$ cat src/acpc_pkg.sv
package acpc_pkg;
  // Register offsets
  localparam logic [7:0] ADDR_INSTR = 8'h0f;
  localparam logic [7:0] ADDR_INTERP = 8'h10;
  localparam logic [7:0] ADDR_RSVD_FIRST = 8'h11;
  localparam logic [7:0] ADDR_RSVD_LAST = 8'h18;
  localparam logic [7:0] ADDR_CLOCK_OUTPUT_PIN_SRC = 8'h19;
  localparam logic [7:0] ADDR_CLOCK_OUTPUT_PIN_DIV = 8'h1a;
  localparam logic [7:0] ADDR_PORT_CTL = 8'h1b;
  localparam logic [7:0] ADDR_SLOT_OFS = 8'h1c;
  localparam logic [7:0] ADDR_PORT_CTL2 = 8'h1d;

  // Reset values
  localparam logic [7:0] RST_INSTR = 8'h80;
  localparam logic [3:0] RST_INTERP = 4'h8;
  localparam logic [7:0] RST_CLOCK_OUTPUT_PIN_DIV = 8'h01;

  // Decoded values for code zero
  localparam logic [10:0] INSTR_ZERO_COUNT = 11'h400;
  localparam logic [4:0] RATIO_ZERO = 5'h10;
  localparam logic [7:0] DIV_ZERO = 8'h80;

  // Audio format codes
  localparam logic [1:0] FMT_I2S = 2'h0;
  localparam logic [1:0] FMT_DSP = 2'h1;
  localparam logic [1:0] FMT_RIGHT_JUSTIFIED = 2'h2;
  localparam logic [1:0] FMT_LEFT_JUSTIFIED = 2'h3;
  localparam logic [8:0] I2S_BIT_DELAY = 9'h001;

  // Word length codes and bit counts
  localparam logic [1:0] WL_16 = 2'h0;
  localparam logic [1:0] WL_20 = 2'h1;
  localparam logic [1:0] WL_24 = 2'h2;
  localparam logic [5:0] BITS_16 = 6'h10;
  localparam logic [5:0] BITS_20 = 6'h14;
  localparam logic [5:0] BITS_24 = 6'h18;
  localparam logic [5:0] BITS_32 = 6'h20;

  // Clock output divider source codes
  localparam logic [2:0] SRC_MCLK = 3'h0;
  localparam logic [2:0] SRC_BCLK = 3'h1;
  localparam logic [2:0] SRC_DIN = 3'h2;
  localparam logic [2:0] SRC_PLL = 3'h3;
  localparam logic [2:0] SRC_DAC_DSP = 3'h4;
  localparam logic [2:0] SRC_DAC_MOD = 3'h5;

  // Bit clock divider source codes
  localparam logic [1:0] BSRC_DAC_DSP = 2'h0;
  localparam logic [1:0] BSRC_DAC_MOD = 2'h1;

  localparam logic [1:0] BUF_FULL = 2'h2;

  typedef struct packed {
    logic power;
    logic [6:0] m_code;
  } acpc_div_reg_t;

  typedef struct packed {
    logic [1:0] fmt;
    logic [1:0] wlen;
    logic bclk_out;
    logic wclk_out;
    logic [1:0] rsvd;
  } acpc_port_ctl_t;

  typedef struct packed {
    logic [3:0] rsvd;
    logic invert;
    logic keep_active;
    logic [1:0] bit_clock_divider_source;
  } acpc_ctl2_t;
endpackage

$ cat src/acpc_div_if.sv
`timescale 1ns/1ps
interface acpc_div_if;
  logic src;
  logic powered;
  logic [6:0] code;
  logic clk_out;
  modport ctl(output src, output powered, output code, input clk_out);
  modport div(input src, input powered, input code, output clk_out);
endinterface

$ cat src/acpc_divider.sv
`timescale 1ns/1ps
module acpc_divider (
  input wire logic i_clock,
  input wire logic i_rst_n,
  input wire logic i_clk_en,
  acpc_div_if.div port
);
  typedef struct packed {
    logic src;
    logic [6:0] cnt;
    logic out;
  } acpc_div_state_t;

  acpc_div_state_t q, d;
  logic [7:0] ratio;

  // Code zero divides by the largest ratio
  assign ratio = (port.code == 7'h00) ? acpc_pkg::DIV_ZERO : {1'b0, port.code};

  // Count source rising edges, output high for the first half
  always_comb begin
    d = q;
    d.src = port.src;
    if (!port.powered) begin
      d.cnt = '0;
      d.out = 1'b0;
    end else begin
      if (port.src && !q.src) begin
        d.cnt = (({1'b0, q.cnt} + 8'h01) >= ratio) ? 7'h00 : q.cnt + 7'h01;
      end else if ({1'b0, q.cnt} >= ratio) begin
        d.cnt = 7'h00; // Code cut below the count restarts it
      end
      d.out = (ratio == 8'h01) ? port.src : ({1'b0, d.cnt} < (ratio >> 1));
    end
  end

  always_ff @(posedge i_clock or negedge i_rst_n) begin
    if (!i_rst_n) begin
      q <= '0;
    end else if (i_clk_en) begin
      q <= d;
    end
  end

  assign port.clk_out = q.out;
endmodule

$ cat src/acpc_top.sv
`timescale 1ns/1ps
// Summary of operation
// - The instruction count output is four times the register code, with code zero giving 1024.
// - The interpolation ratio equals its 4-bit code, code zero gives 16, and it resets to 8.
// - A 3-bit code picks the clock output divider source, and codes 110 and 111 pick nothing.
// - Bit 7 of the clock output divider register powers the M divider, off after reset.
// - The M divider divides by its 7-bit code, code zero gives 128, and it resets to 1.
// - The format field picks I2S, DSP, right or left justified, and two bits drive the clocks.
// - The word length field picks 16, 20, 24 or 32 bits.
// - The slot offset delays the data by 0 to 255 bit clocks from the word clock edge, 1 to 256 in I2S, and right justified ignores it.
// - The invert bit inverts the bit clock on every bit clock path.
// - The keep bit runs bit clock and word clock while the codec is powered down.
// - The bit clock divider source is the DAC DSP clock or the modulator clock, others reserved.
// - The bit clock source feeds an N divider by its 7-bit code, code zero giving 128.
module acpc_top (
  input wire logic i_clock,
  input wire logic i_rst_n,
  input wire logic i_clk_en,
  input wire logic [7:0] i_reg_addr,
  input wire logic [7:0] i_reg_wdata,
  input wire logic i_reg_wr,
  input wire logic i_reg_rd,
  output logic [7:0] o_reg_rdata,
  input wire logic i_mclk,
  input wire logic i_pll_clk,
  input wire logic i_dac_dsp_clock,
  input wire logic i_dac_modulator_clock,
  input wire logic i_dac_fs,
  input wire logic i_codec_powered,
  input wire logic i_bclk_n_power,
  input wire logic [6:0] i_bclk_n_code,
  input wire logic i_bclk,
  output logic o_bclk,
  output logic o_bclk_oe_n,
  input wire logic i_wclk,
  output logic o_wclk,
  output logic o_wclk_oe_n,
  input wire logic i_din,
  output logic o_clock_output_pin,
  output logic [10:0] o_dsp_instruction_count,
  output logic [4:0] o_interp_ratio,
  output logic o_audio_valid,
  output logic [31:0] o_audio_word,
  input wire logic i_audio_ready
);
  typedef enum logic [1:0] {RX_IDLE, RX_SKIP, RX_SHIFT} acpc_rx_t;

  typedef struct packed {
    logic [7:0] instr;
    logic [3:0] interp;
    logic [7:0] src_reg;
    acpc_pkg::acpc_div_reg_t mdiv;
    acpc_pkg::acpc_port_ctl_t port;
    logic [7:0] ofs;
    acpc_pkg::acpc_ctl2_t ctl2;
    logic [7:0] rdata;
    logic bclk_o;
    logic wclk_o;
    logic bclk_prev;
    logic wclk_prev;
    acpc_rx_t rx;
    logic [8:0] skip;
    logic [5:0] nbits;
    logic [31:0] sh;
    logic [1:0] cnt;
    logic [31:0] e0;
    logic [31:0] e1;
  } acpc_state_t;

  acpc_state_t q, d;
  logic active, bclk_int, wclk_int, rise, start;
  logic push, accept, pop;
  logic [31:0] pword, mask;
  logic [5:0] wbits;
  logic [32:0] mask_wide;

  acpc_div_if m_if();
  acpc_div_if n_if();

  // Register read mux, reserved and unmapped offsets read zero
  function automatic logic [7:0] reg_read(acpc_state_t s, logic [7:0] a);
    case (a)
      acpc_pkg::ADDR_INSTR: return s.instr;
      acpc_pkg::ADDR_INTERP: return {4'h0, s.interp};
      acpc_pkg::ADDR_CLOCK_OUTPUT_PIN_SRC: return s.src_reg;
      acpc_pkg::ADDR_CLOCK_OUTPUT_PIN_DIV: return s.mdiv;
      acpc_pkg::ADDR_PORT_CTL: return s.port;
      acpc_pkg::ADDR_SLOT_OFS: return s.ofs;
      acpc_pkg::ADDR_PORT_CTL2: return s.ctl2;
      default: return 8'h00;
    endcase
  endfunction

  // Clock output divider source select
  function automatic logic clock_output_pin_pick(logic [2:0] s, logic [5:0] lv);
    case (s)
      acpc_pkg::SRC_MCLK: return lv[0];
      acpc_pkg::SRC_BCLK: return lv[1];
      acpc_pkg::SRC_DIN: return lv[2];
      acpc_pkg::SRC_PLL: return lv[3];
      acpc_pkg::SRC_DAC_DSP: return lv[4];
      acpc_pkg::SRC_DAC_MOD: return lv[5];
      default: return 1'b0;
    endcase
  endfunction

  // Decoded configuration outputs
  assign o_dsp_instruction_count = (q.instr == 8'h00) ? acpc_pkg::INSTR_ZERO_COUNT
                                   : {1'b0, q.instr, 2'b00};
  assign o_interp_ratio = (q.interp == 4'h0) ? acpc_pkg::RATIO_ZERO : {1'b0, q.interp};

  // Clock output M divider
  assign m_if.src = clock_output_pin_pick(q.src_reg[2:0], {i_dac_modulator_clock, i_dac_dsp_clock,
                                i_pll_clk, i_din, i_bclk, i_mclk});
  assign m_if.powered = q.mdiv.power;
  assign m_if.code = q.mdiv.m_code;
  assign o_clock_output_pin = m_if.clk_out;

  // Bit clock N divider, reserved source codes stay still
  assign n_if.src = (q.ctl2.bit_clock_divider_source == acpc_pkg::BSRC_DAC_DSP) ? i_dac_dsp_clock
                  : (q.ctl2.bit_clock_divider_source == acpc_pkg::BSRC_DAC_MOD)
                    ? i_dac_modulator_clock : 1'b0;
  assign n_if.powered = i_bclk_n_power;
  assign n_if.code = i_bclk_n_code;

  acpc_divider u_mdiv (
    .i_clock(i_clock),
    .i_rst_n(i_rst_n),
    .i_clk_en(i_clk_en),
    .port(m_if)
  );

  acpc_divider u_ndiv (
    .i_clock(i_clock),
    .i_rst_n(i_rst_n),
    .i_clk_en(i_clk_en),
    .port(n_if)
  );

  // Port clocks, direction and inversion
  assign active = i_codec_powered || q.ctl2.keep_active;
  assign bclk_int = (q.port.bclk_out ? q.bclk_o : i_bclk) ^ q.ctl2.invert;
  assign wclk_int = q.port.wclk_out ? q.wclk_o : i_wclk;
  assign o_bclk = q.bclk_o;
  assign o_wclk = q.wclk_o;
  assign o_bclk_oe_n = ~q.port.bclk_out;
  assign o_wclk_oe_n = ~q.port.wclk_out;
  assign rise = bclk_int && !q.bclk_prev;

  // Word length decode and data mask
  always_comb begin
    case (q.port.wlen)
      acpc_pkg::WL_16: wbits = acpc_pkg::BITS_16;
      acpc_pkg::WL_20: wbits = acpc_pkg::BITS_20;
      acpc_pkg::WL_24: wbits = acpc_pkg::BITS_24;
      default: wbits = acpc_pkg::BITS_32;
    endcase
    mask_wide = (33'h0_0000_0001 << wbits) - 33'h0_0000_0001;
    mask = mask_wide[31:0];
  end

  // Output buffer handshake
  assign pop = (q.cnt != 2'h0) && i_audio_ready;
  assign accept = push && ((q.cnt != acpc_pkg::BUF_FULL) || pop);
  assign o_audio_valid = q.cnt != 2'h0;
  assign o_audio_word = q.e0;

  // Next state: registers, clocks, receiver and buffer
  always_comb begin
    d = q;
    push = 1'b0;
    pword = '0;
    start = 1'b0;
    if (i_reg_wr) begin
      case (i_reg_addr)
        acpc_pkg::ADDR_INSTR: d.instr = i_reg_wdata;
        acpc_pkg::ADDR_INTERP: d.interp = i_reg_wdata[3:0];
        acpc_pkg::ADDR_CLOCK_OUTPUT_PIN_SRC: d.src_reg = i_reg_wdata;
        acpc_pkg::ADDR_CLOCK_OUTPUT_PIN_DIV: d.mdiv = i_reg_wdata;
        acpc_pkg::ADDR_PORT_CTL: d.port = i_reg_wdata;
        acpc_pkg::ADDR_SLOT_OFS: d.ofs = i_reg_wdata;
        acpc_pkg::ADDR_PORT_CTL2: d.ctl2 = i_reg_wdata;
        default: ;
      endcase
    end
    if (i_reg_rd) begin
      d.rdata = reg_read(q, i_reg_addr);
    end
    // Generated clocks driven only while active
    d.bclk_o = active && (n_if.clk_out ^ q.ctl2.invert);
    d.wclk_o = active && i_dac_fs;
    d.bclk_prev = bclk_int;
    if (rise) begin
      d.wclk_prev = wclk_int;
      d.sh = {q.sh[30:0], i_din};
      if (q.port.fmt == acpc_pkg::FMT_RIGHT_JUSTIFIED) begin
        // Word ends at the word clock falling edge
        if (!wclk_int && q.wclk_prev) begin
          push = 1'b1;
          pword = q.sh & mask;
        end
      end else begin
        start = (q.port.fmt == acpc_pkg::FMT_I2S) ? (!wclk_int && q.wclk_prev)
                                                : (wclk_int && !q.wclk_prev);
        if (start) begin
          d.rx = RX_SKIP;
          d.nbits = '0;
          d.skip = {1'b0, q.ofs} + ((q.port.fmt == acpc_pkg::FMT_I2S)
                   ? acpc_pkg::I2S_BIT_DELAY : 9'h000);
        end
        if (d.rx == RX_SKIP) begin
          if (d.skip == 9'h000) begin
            d.rx = RX_SHIFT;
          end else begin
            d.skip = d.skip - 9'h001;
          end
        end
        if (d.rx == RX_SHIFT) begin
          d.nbits = d.nbits + 6'h01;
          if (d.nbits == wbits) begin
            push = 1'b1;
            pword = d.sh & mask;
            d.rx = RX_IDLE;
            d.nbits = '0;
          end
        end
      end
    end
    // Two-entry buffer, head in e0
    if (pop) begin
      d.e0 = q.e1;
      d.cnt = d.cnt - 2'h1;
    end
    if (accept) begin
      if (d.cnt == 2'h0) begin
        d.e0 = pword;
      end else begin
        d.e1 = pword;
      end
      d.cnt = d.cnt + 2'h1;
    end
  end

  // State register with documented reset values
  always_ff @(posedge i_clock or negedge i_rst_n) begin
    if (!i_rst_n) begin
      q <= '0;
      q.instr <= acpc_pkg::RST_INSTR;
      q.interp <= acpc_pkg::RST_INTERP;
      q.mdiv <= acpc_pkg::RST_CLOCK_OUTPUT_PIN_DIV;
    end else if (i_clk_en) begin
      q <= d;
    end
  end

  assign o_reg_rdata = q.rdata;
endmodule

$ cat config.mk
export PLATFORM = sky130hd
export DESIGN_NAME = acpc_top
export DESIGN_NICKNAME = d
export VERILOG_FILES = /design/src/acpc_pkg.sv /design/src/acpc_div_if.sv /design/src/acpc_divider.sv /design/src/acpc_top.sv
export SDC_FILE = /design/constraint.sdc
export NUM_CORES = 1
export LEC_CHECK = 0
export BUFFER_PORTS_ARGS = -buffer_cell sky130_fd_sc_hd__buf_2
export CAP_MARGIN = 20
export CORE_ASPECT_RATIO = 0.9
export CORE_MARGIN = 3
export CORE_UTILIZATION = 55
export CTS_BUF_LIST = sky130_fd_sc_hd__clkbuf_8
export CTS_CLUSTER_SIZE = 8
export DETAILED_ROUTE_END_ITERATION = 6
export GPL_TIMING_DRIVEN = 0
export PLACE_DENSITY_LB_ADDON = 0.05
export SYNTH_ARGS = -nofsm -noshare
export SYNTH_HDL_FRONTEND = slang
export SYNTH_SLANG_ARGS = --single-unit
$ cat constraint.sdc
create_clock -name i_clock -period 4.8 [get_ports i_clock]
set_input_delay 0.96 -clock i_clock [delete_from_list [all_inputs] [get_ports i_clock]]
set_output_delay 0.96 -clock i_clock [all_outputs]
set_load 0.02 [all_outputs]
==> load_flow_metrics.sql, run 1 <==
INSERT INTO impl_metrics (metric_group, metric, value, unit) VALUES
('clock_tree', 'cts-root-buf', 'sky130_fd_sc_hd__clkbuf_8', ''),
('synthesis', 'synth_area_per_cell', '9.937', 'um^2'),
('synthesis', 'yosys.area.top_type', 'sky130_fd_sc_hd__dfrtp_1', ''),
('clock_tree', 'path_clk_slew', '0.11', 'ns'),
('clock_tree', 'cts.path.max_buffers', '2', ''),
('synthesis', 'synth.area.top_cells', 'sky130_fd_sc_hd__dfrtp_1, sky130_fd_sc_hd__mux2_2, sky130_fd_sc_hd__nand2_1, sky130_fd_sc_hd__ha_1, sky130_fd_sc_hd__o21ai_0', ''),
('die', 'die_h', '144.4', 'um'),
('global_route', 'number_of_antenna_violations_at_the_first_check_in_global_routing', '0', ''),
('power', 'peakVddDrop', '191.0', 'uV'),
('layout', 'insertedDiodeCount', '0', ''),
('sta', 'holdWs', '0.4930', 'ns'),
('placed_design', 'total_instance_count_after_detailed_placement', '1562', ''),
('synthesis', 'netlist_instances', '1178', ''),
('hold_path', 'timing.hold.worst_path_depth', '1', ''),
('synthesis', 'synth-edff-count', '0', ''),
('synthesis', 'netlist.area_leader.share', '41.47', '%'),
('sta', 'timing_max_transition_violations_final', '0', ''),
('setup_path', 'crit_slowest_cell', 'sky130_fd_sc_hd__mux2_2', ''),
('setup_path', 'type_of_element_launching_the_critical_path', 'primary input', ''),
('layout', 'design.final.nets', '1386', ''),
('layout', 'drive_above_1_share', '25.11', '%'),
('setup_path', 'crit_required', '5.23', 'ns'),
('sta', 'finClkSkew', '0.02190', 'ns'),
('setup_path', 'worstReg2RegStart', 'q[145]$_DFFE_PN0P_', ''),
('setup_path', 'cp_data_arrival_time', '4.98', 'ns'),
('setup_path', 'critical_path.max_fanout', '10', ''),
('detailed_routing', 'drt_pass1_iterations', '5', ''),
('sta', 'final.setup.worst_slack', '0.2455', 'ns'),
('sta', 'rsz0062_at_grt', 'yes', ''),
('detailed_routing', 'routed-via-count', '9455', ''),
('setup_path', 'critical_path.endpoint_type', 'flip-flop', ''),
('die', 'io_pins', '101', ''),
('placed_design', 'portBuffers', '98', ''),
('hold_path', 'holdCritStartpoint', 'q[10]$_DFFE_PN0P_', ''),
('setup_path', 'worstRegToRegCells', '14', ''),
('detailed_routing', 'routedLengthMet1', '14240', 'um'),
('synthesis', 'synthesis.yosys.warnings', '0', ''),
('power', 'cellPowerDensity', '342.9', 'nW/um^2'),
('setup_path', 'r2r_end', 'q[31]$_DFFE_PN0P_', ''),
('synthesis', 'asyncSetResetFlopFracSynth', '100.0', '%'),
('synthesis', 'netlist-cell-type-count', '83', ''),
('detailed_routing', 'detail_route.drc_violations', '0', ''),
('setup_path', 'critical-path-top-delay-family', 'simple AND/OR/NAND/NOR gates', ''),
('clock_tree', 'post_cts.repair.setup_buffers', '0', ''),
('detailed_routing', 'route.detailed.vias_per_inst', '5.932', ''),
('placed_design', 'dpl.hpwl', '21020', 'um'),
('clock_tree', 'cts_sinks', '197', ''),
('placed_design', 'finalWeightedCongestion', '0.8956', ''),
('status', 'status', 'complete, no violations', ''),
('global_route', 'grt-ovfl-total', '0', ''),
('die', 'core_region', '20420', 'um^2'),
('sta', 'finalSetupViolations', '0', ''),
('synthesis', 'synth.yosys.seq_area_share', '42.14', '%'),
('global_route', 'grt_start_max_net_pins', '110', ''),
('detailed_routing', 'highest-signal-layer', 'met4', ''),
('setup_path', 'setup.reg_to_reg.worst_slack', '0.25', 'ns'),
('global_route', 'vias_in_the_first_global_route', '9063', ''),
('job', 'maxCapViolCount', '0', ''),
('clock_tree', 'clock_tree.htree_level_count', '4', ''),
('setup_path', 'crit_type', 'in2reg', ''),
('layout', 'area.growth.synth_to_final', '11.51', '%'),
('detailed_routing', 'routed-wl-met3', '1294', 'um'),
('detailed_routing', 'routed_wl', '28670', 'um'),
('sta', 'fin_crit_sh', '94.89', '%'),
('setup_path', 'timing.critical_path.buf_inv', '3', ''),
('clock_tree', 'clock_latency', '0.48', 'ns'),
('die', 'rows', '49', ''),
('die', 'die_area', '23070', 'um^2'),
('clock_tree', 'cts_tree', 'built', ''),
('setup_path', 'cpMostUsedCell', 'sky130_fd_sc_hd__buf_2', ''),
('die', 'initial_core_util', '57.34', '%');
[kinds of logic after synthesis]
kind of cell / after synthesis / synth area share (%)
compound gates: 291 / 18.16
xor+xnor: 23 / 1.838
fa+ha+maj: 47 / 5.002
buf+inv: 145 / 6.210
flops: 197 / 42.14
mux: 135 / 12.79
other cells: 2 / 0.06415
simple gates: 338 / 13.79
[repair_timing]
| item | in CTS | in global routing |
|---|---|---|
| hold buffers | 0 | 0 |
| resized for setup | 0 | 5 |
| endpoints found under the setup margin | 0 | 65 |
[power by group]
part | leakage [nW] | switching [mW] | internal, mW
sequential | 2.58 | 0.185 | 1.87
clock | 0.212 | 0.679 | 0.461
combinational | 3.52 | 0.694 | 0.584
[registers in the layout (all words and copies together) (netlist names), 7 cells and up]
| name | count |
|---|---|
| m_if.code | 7 |
| o_audio_word | 32 |
| o_reg_rdata | 8 |
| q | 129 |
| u_mdiv.q | 8 |
| u_ndiv.q | 8 |
[how the worst max path moves through the flow]
| stage | start | to | cells after the start | slack (ns) |
|---|---|---|---|---|
| 6_report | i_wclk | q[31]$_DFFE_PN0P_ | 15 | 0.25 |
| 5_1_grt | q[145]$_DFFE_PN0P_ | q[31]$_DFFE_PN0P_ | 14 | -0.11 |
| 4_1_cts | q[145]$_DFFE_PN0P_ | o_audio_word[1]$_DFFE_PN0P_ | 14 | 0.08 |
| 3_5_place_dp | i_wclk | o_audio_word[0]$_DFFE_PN0P_ | 15 | -0.39 |
| 3_3_place_gp | i_rst_n | q[9]$_DFFE_PN0P_ | 1 | -0.61 |
| 2_1_floorplan | i_wclk | o_audio_word[23]$_DFFE_PN0P_ | 14 | 0.55 |
[cells in the final DEF (no fill, tap or decap), types with 44 or more instances in the layout]
| master | count |
|---|---|
| sky130_fd_sc_hd__nor2_1 | 48 |
| sky130_fd_sc_hd__clkbuf_1 | 49 |
| sky130_fd_sc_hd__o21ai_0 | 73 |
| sky130_fd_sc_hd__buf_4 | 44 |
| sky130_fd_sc_hd__buf_2 | 105 |
| sky130_fd_sc_hd__dfrtp_1 | 194 |
| sky130_fd_sc_hd__ha_1 | 46 |
| sky130_fd_sc_hd__nand2_1 | 155 |
| sky130_fd_sc_hd__mux2_2 | 97 |
[Yosys cell counts, types with 6 or more instances]
cell type and number:
sky130_fd_sc_hd__mux2_2 97, sky130_fd_sc_hd__a221oi_1 8, sky130_fd_sc_hd__nor2b_1 7, sky130_fd_sc_hd__a22o_1 12, sky130_fd_sc_hd__xor2_1 7, sky130_fd_sc_hd__a211o_1 6
sky130_fd_sc_hd__ha_1 46, sky130_fd_sc_hd__inv_1 36, sky130_fd_sc_hd__o22ai_1 6, sky130_fd_sc_hd__nor4_1 7, sky130_fd_sc_hd__xnor2_1 15, sky130_fd_sc_hd__nand2_1 155
sky130_fd_sc_hd__and3_1 8, sky130_fd_sc_hd__o31ai_1 7, sky130_fd_sc_hd__a21oi_1 35, sky130_fd_sc_hd__a31oi_1 10, sky130_fd_sc_hd__nor2_1 49, sky130_fd_sc_hd__buf_2 7
sky130_fd_sc_hd__o21ai_0 73, sky130_fd_sc_hd__nor3_1 23, sky130_fd_sc_hd__and2_1 12, sky130_fd_sc_hd__or4_1 7, sky130_fd_sc_hd__dfrtp_1 194, sky130_fd_sc_hd__clkbuf_1 51
sky130_fd_sc_hd__o211ai_1 8, sky130_fd_sc_hd__a21o_1 28, sky130_fd_sc_hd__buf_1 6, sky130_fd_sc_hd__mux2i_1 36, sky130_fd_sc_hd__o221a_1 10, sky130_fd_sc_hd__buf_4 42
sky130_fd_sc_hd__a22oi_1 9, sky130_fd_sc_hd__o221a_2 21, sky130_fd_sc_hd__nand3_1 32
[routing by layer]
layer	track usage [%]	vias to the layer above
met2	38.90	254
met3	3.751	33
met5	0	-
met4	6.256	0
li1	-	4529
met1	37.82	4639
[stage by stage]
| stage | utilization, % | cell area [um^2] | power [mW] |
|---|---|---|---|
| global placement | 61.49 | 12550 | 3.341 |
| global route | 63.94 | 13050 | 4.741 |
| detailed placement | 61.80 | 12620 | 3.364 |
| CTS | 63.88 | 13040 | 4.513 |
| finish | 63.94 | 13050 | 4.477 |
| floorplan | - | 11710 | 2.988 |
[area by class of cell]
class,count,area [um^2],area share [%]
Buffer,108,589.3,4.515
Inverter,36,135.1,1.035
Clock inverter,14,177.7,1.361
Clock buffer,18,247.7,1.898
Timing Repair Buffer,103,551.8,4.227
Multi-Input combinational cell,838,6068,46.49
Sequential cell,197,4933,37.79
Tap cell,280,350.3,2.684
(Power assumes the default switching activity.)
==> run 2: changes to the inputs <==
--- a/config.mk
+++ b/config.mk
@@ -15,6 +15,8 @@
 export DETAILED_ROUTE_END_ITERATION = 6
 export GPL_TIMING_DRIVEN = 0
 export PLACE_DENSITY_LB_ADDON = 0.05
+export SLEW_MARGIN = 20
 export SYNTH_ARGS = -nofsm -noshare
 export SYNTH_HDL_FRONTEND = slang
+export SYNTH_HIERARCHICAL = 1
 export SYNTH_SLANG_ARGS = --single-unit
==> load_flow_metrics.sql, run 2 <==
INSERT INTO impl_metrics (metric_group, metric, value, unit) VALUES
('placed_design', 'finalWeightedCongestion', '0.8757', ''),
('global_route', 'number_of_antenna_violations_at_the_first_check_in_global_routing', '0', ''),
('global_route', 'wire_length_of_the_first_global_routing_pass', '49950', 'um'),
('layout', 'final.fill_count', '1797', ''),
('synthesis', 'yosys_register_bits', '197', ''),
('sta', 'clock.fmax', '219.3', 'MHz'),
('clock_tree', 'cts_buffers', '17', ''),
('synthesis', 'synthesis.yosys.warnings', '6', ''),
('sta', 'holdWs', '0.3132', 'ns'),
('layout', 'largest-register', 'q', ''),
('setup_path', 'worstRegToRegCells', '13', ''),
('layout', 'area.growth.synth_to_final', '11.61', '%'),
('hold_path', 'hold_path.class', 'in2async', ''),
('placed_design', 'dpl.hpwl', '22520', 'um'),
('detailed_routing', 'routed_wl', '30630', 'um'),
('setup_path', 'crit_required', '5.21', 'ns'),
('job', 'maxCapViolCount', '0', ''),
('sta', 'final.setup.worst_slack', '0.2402', 'ns'),
('power', 'switching_share_of_total_power', '37.82', '%'),
('power', 'power_switching', '1.893', 'mW'),
('power', 'p_total', '5.005', 'mW'),
('die', 'io_pins', '101', ''),
('synthesis', 'yosys.area.top_type', 'sky130_fd_sc_hd__dfrtp_1', ''),
('sta', 'final_hold_viol_count', '0', ''),
('power', 'p_leak', '6.381', 'nW'),
('die', 'initial_core_util', '57.07', '%'),
('layout', 'layout_commonest_cell', 'sky130_fd_sc_hd__dfrtp_1', ''),
('sta', 'finalSetupViolations', '0', ''),
('setup_path', 'r2r_end', 'o_audio_word[24]$_DFFE_PN0P_', ''),
('sta', 'finClkSkew', '0.02193', 'ns'),
('detailed_routing', 'drt_pass1_iterations', '5', ''),
('setup_path', 'cp_data_arrival_time', '4.97', 'ns'),
('detailed_routing', 'routed-via-count', '9847', ''),
('layout', 'final-seq-area', '4933', 'um^2'),
('synthesis', 'asyncSetResetFlopFracSynth', '100.0', '%'),
('layout', 'finish.cell_count_without_fillers', '1633', ''),
('detailed_routing', 'postRouteAntennaNets', '0', ''),
('clock_tree', 'clock_latency', '0.49', 'ns'),
('synthesis', 'netlist.area_leader.share', '40.11', '%'),
('die', 'die_h', '146.7', 'um'),
('clock_tree', 'cts_sinks', '197', ''),
('global_route', 'groute.usage.overall', '25.95', '%'),
('synthesis', 'synth-main-ff-cell', 'sky130_fd_sc_hd__dfrtp_1', ''),
('die', 'die_area', '23820', 'um^2'),
('global_route', 'vias_in_the_first_global_route', '9427', ''),
('die', 'die-width', '162.4', 'um'),
('synthesis', 'netlist-cell-type-count', '83', ''),
('synthesis', 'syn-cell-area', '12100', 'um^2'),
('sta', 'rsz0062_at_grt', 'yes', ''),
('detailed_routing', 'route.detailed.vias_per_inst', '6.030', ''),
('placed_design', 'placed_cell_area', '13050', 'um^2'),
('layout', 'design.final.nets', '1423', ''),
('clock_tree', 'cts_hold_repair.buffers', '0', ''),
('sta', 'worst_slew_margin_rel', '25.61', '%'),
('detailed_routing', 'drt-initial-drc-count', '828', ''),
('power', 'comb_power_share', '35.9', '%'),
('layout', 'largest_register_ff_count', '129', ''),
('synthesis', 'yosys.cell_count.top_type', 'sky130_fd_sc_hd__dfrtp_1', ''),
('setup_path', 'type_of_element_launching_the_critical_path', 'primary input', ''),
('synthesis', 'synth.area.top_cells', 'sky130_fd_sc_hd__dfrtp_1, sky130_fd_sc_hd__mux2_2, sky130_fd_sc_hd__ha_1, sky130_fd_sc_hd__o21ai_0, sky130_fd_sc_hd__nand2_1', ''),
('synthesis', 'netlist_instances', '1211', ''),
('sta', 'fin_tns_setup', '0', 'ns'),
('power', 'peakVddDrop', '227.4', 'uV'),
('setup_path', 'setup.reg_to_reg.worst_slack', '0.24', 'ns'),
('placed_design', 'portBuffers', '98', ''),
('detailed_routing', 'detail_route.drc_violations', '0', ''),
('clock_tree', 'cts_tree', 'built', ''),
('setup_path', 'critical_path.max_fanout', '10', ''),
('placed_design', 'pre_cts_ws', '-0.7304', 'ns'),
('sta', 'tightest_slew', '1.112', 'ns'),
('clock_tree', 'cts.path.max_buffers', '2', ''),
('sta', 'timing_max_transition_violations_final', '0', ''),
('layout', 'insertedDiodeCount', '0', ''),
('clock_tree', 'clock_tree.htree_level_count', '4', ''),
('status', 'status', 'complete, no violations', ''),
('power', 'seq_power_share', '41.8', '%'),
('synthesis', 'commonest_cells_in_the_netlist', 'sky130_fd_sc_hd__dfrtp_1, sky130_fd_sc_hd__nand2_1, sky130_fd_sc_hd__mux2_2', ''),
('power', 'cellPowerDensity', '370.5', 'nW/um^2'),
('synthesis', 'synth_area_per_cell', '9.994', 'um^2'),
('power', 'power.share.clock', '22.3', '%'),
('power', 'cellInternalPower', '3.112', 'mW'),
('setup_path', 'worstReg2RegStart', 'q[145]$_DFFE_PN0P_', ''),
('setup_path', 'critical_path.endpoint_type', 'flip-flop', ''),
('die', 'rows', '50', ''),
('sta', 'fin_crit_sh', '95.00', '%'),
('die', 'core_region', '21210', 'um^2'),
('setup_path', 'crit_type', 'in2reg', ''),
('layout', 'most-common-layout-cells', 'sky130_fd_sc_hd__dfrtp_1, sky130_fd_sc_hd__nand2_1, sky130_fd_sc_hd__mux2_2, sky130_fd_sc_hd__buf_2, sky130_fd_sc_hd__o21ai_0', ''),
('clock_tree', 'path_clk_slew', '0.13', 'ns'),
('placed_design', 'total_instance_count_after_detailed_placement', '1600', ''),
('sta', 'min_period', '4.560', 'ns'),
('global_route', 'grt-ovfl-total', '0', ''),
('layout', 'multi_input_gate_area', '6406', 'um^2'),
('layout', 'drive_above_1_share', '27.77', '%'),
('synthesis', 'synth.yosys.seq_area_share', '40.76', '%'),
('clock_tree', 'cts-root-buf', 'sky130_fd_sc_hd__clkbuf_8', ''),
('global_route', 'grt_start_max_net_pins', '86', ''),
('layout', 'final_area', '13510', 'um^2'),
('synthesis', 'synth-edff-count', '0', ''),
('detailed_routing', 'post_drt_wl_per_cell', '18.76', 'um'),
('layout', 'finish.utilization', '63.69', '%');
## run 2: cell count changes after synthesis, moves of 8 or more
cell	change
sky130_fd_sc_hd__nand4_1	+18
sky130_fd_sc_hd__a21o_1	-21
sky130_fd_sc_hd__o22ai_1	+11
sky130_fd_sc_hd__o21ai_2	+11
sky130_fd_sc_hd__nand2_1	-45
sky130_fd_sc_hd__o221a_1	-10
sky130_fd_sc_hd__o221a_2	+8
sky130_fd_sc_hd__a21oi_1	-9
sky130_fd_sc_hd__inv_1	+13
sky130_fd_sc_hd__o21ai_0	+28
sky130_fd_sc_hd__o31ai_1	+25
## run 2: repair_timing
| item | CTS | global route |
|---|---|---|
| pin swaps | 0 | 2 |
| setup buffers | 0 | 1 |
| gates cloned | 0 | 0 |
| setup endpoints to repair | 33 | 63 |
| gates resized for setup | 2 | 8 |
## run 2: worst max path at each step
stage          cells after the start                      endpoint  slack, ns          startpoint
5_1_grt                           16  o_audio_word[25]$_DFFE_PN0P_      -0.02  q[145]$_DFFE_PN0P_
6_report                          14  o_audio_word[24]$_DFFE_PN0P_       0.24              i_wclk
4_1_cts                           17             q[25]$_DFFE_PN0P_       0.03              i_wclk
2_1_floorplan                     16  o_audio_word[10]$_DFFE_PN0P_       0.48              i_wclk
3_5_place_dp                      17  o_audio_word[18]$_DFFE_PN0P_      -0.73              i_wclk
3_3_place_gp                      17  o_audio_word[18]$_DFFE_PN0P_      -0.68              i_wclk
## run 2: critical path, stage by stage
cell                      delay [ns]
sky130_fd_sc_hd__buf_2          0.11
sky130_fd_sc_hd__mux2i_4        0.26
sky130_fd_sc_hd__mux2i_2        0.58
sky130_fd_sc_hd__mux2i_1        0.39
sky130_fd_sc_hd__ha_1           0.30
sky130_fd_sc_hd__nor4b_1        0.39
sky130_fd_sc_hd__o21ai_0        0.23
sky130_fd_sc_hd__a32oi_4        0.35
sky130_fd_sc_hd__nand4_2        0.31
sky130_fd_sc_hd__nand2_1        0.32
sky130_fd_sc_hd__a31o_2         0.19
sky130_fd_sc_hd__buf_4          0.18
sky130_fd_sc_hd__buf_4          0.20
sky130_fd_sc_hd__o221a_2        0.20
## run 2: logic make-up after synthesis
group / after synthesis / synth area share, %
compound gates: 314 / 18.39
simple gates: 307 / 13.46
flops: 197 / 40.76
buf+inv: 167 / 6.761
mux: 147 / 13.40
fa+ha+maj: 52 / 5.355
xor+xnor: 25 / 1.809
other cells: 2 / 0.06205
## run 2: power groups by stage
stage / Clock [mW] / Combinational (mW) / Sequential [mW]
final: 1.11 / 1.80 / 2.09
after global routing: 1.21 / 1.96 / 2.13
after CTS: 1.14 / 1.79 / 2.09
after detailed placement: 0 / 1.78 / 2.12
after global placement: 0 / 1.74 / 2.12
after floorplan: 0 / 1.35 / 2.06
## run 2: area by class of cell
cell class,count,share of cell area (%)
plain buffers,116,4.668
clock buffers,17,1.732
clock inverters,15,1.362
inverters,51,1.417
multi-input cells,849,47.42
flip-flops and latches,197,36.52
well taps,286,2.649
repair buffers,102,4.224
## run 2: routing by layer
layer,up-vias,global-route usage (%),share of wire (%)
li1,4682,-,-
met1,4834,38.59,47
met2,301,40.42,46
met3,30,4.454,5.8
met4,0,4.733,1.3
met5,-,0,0
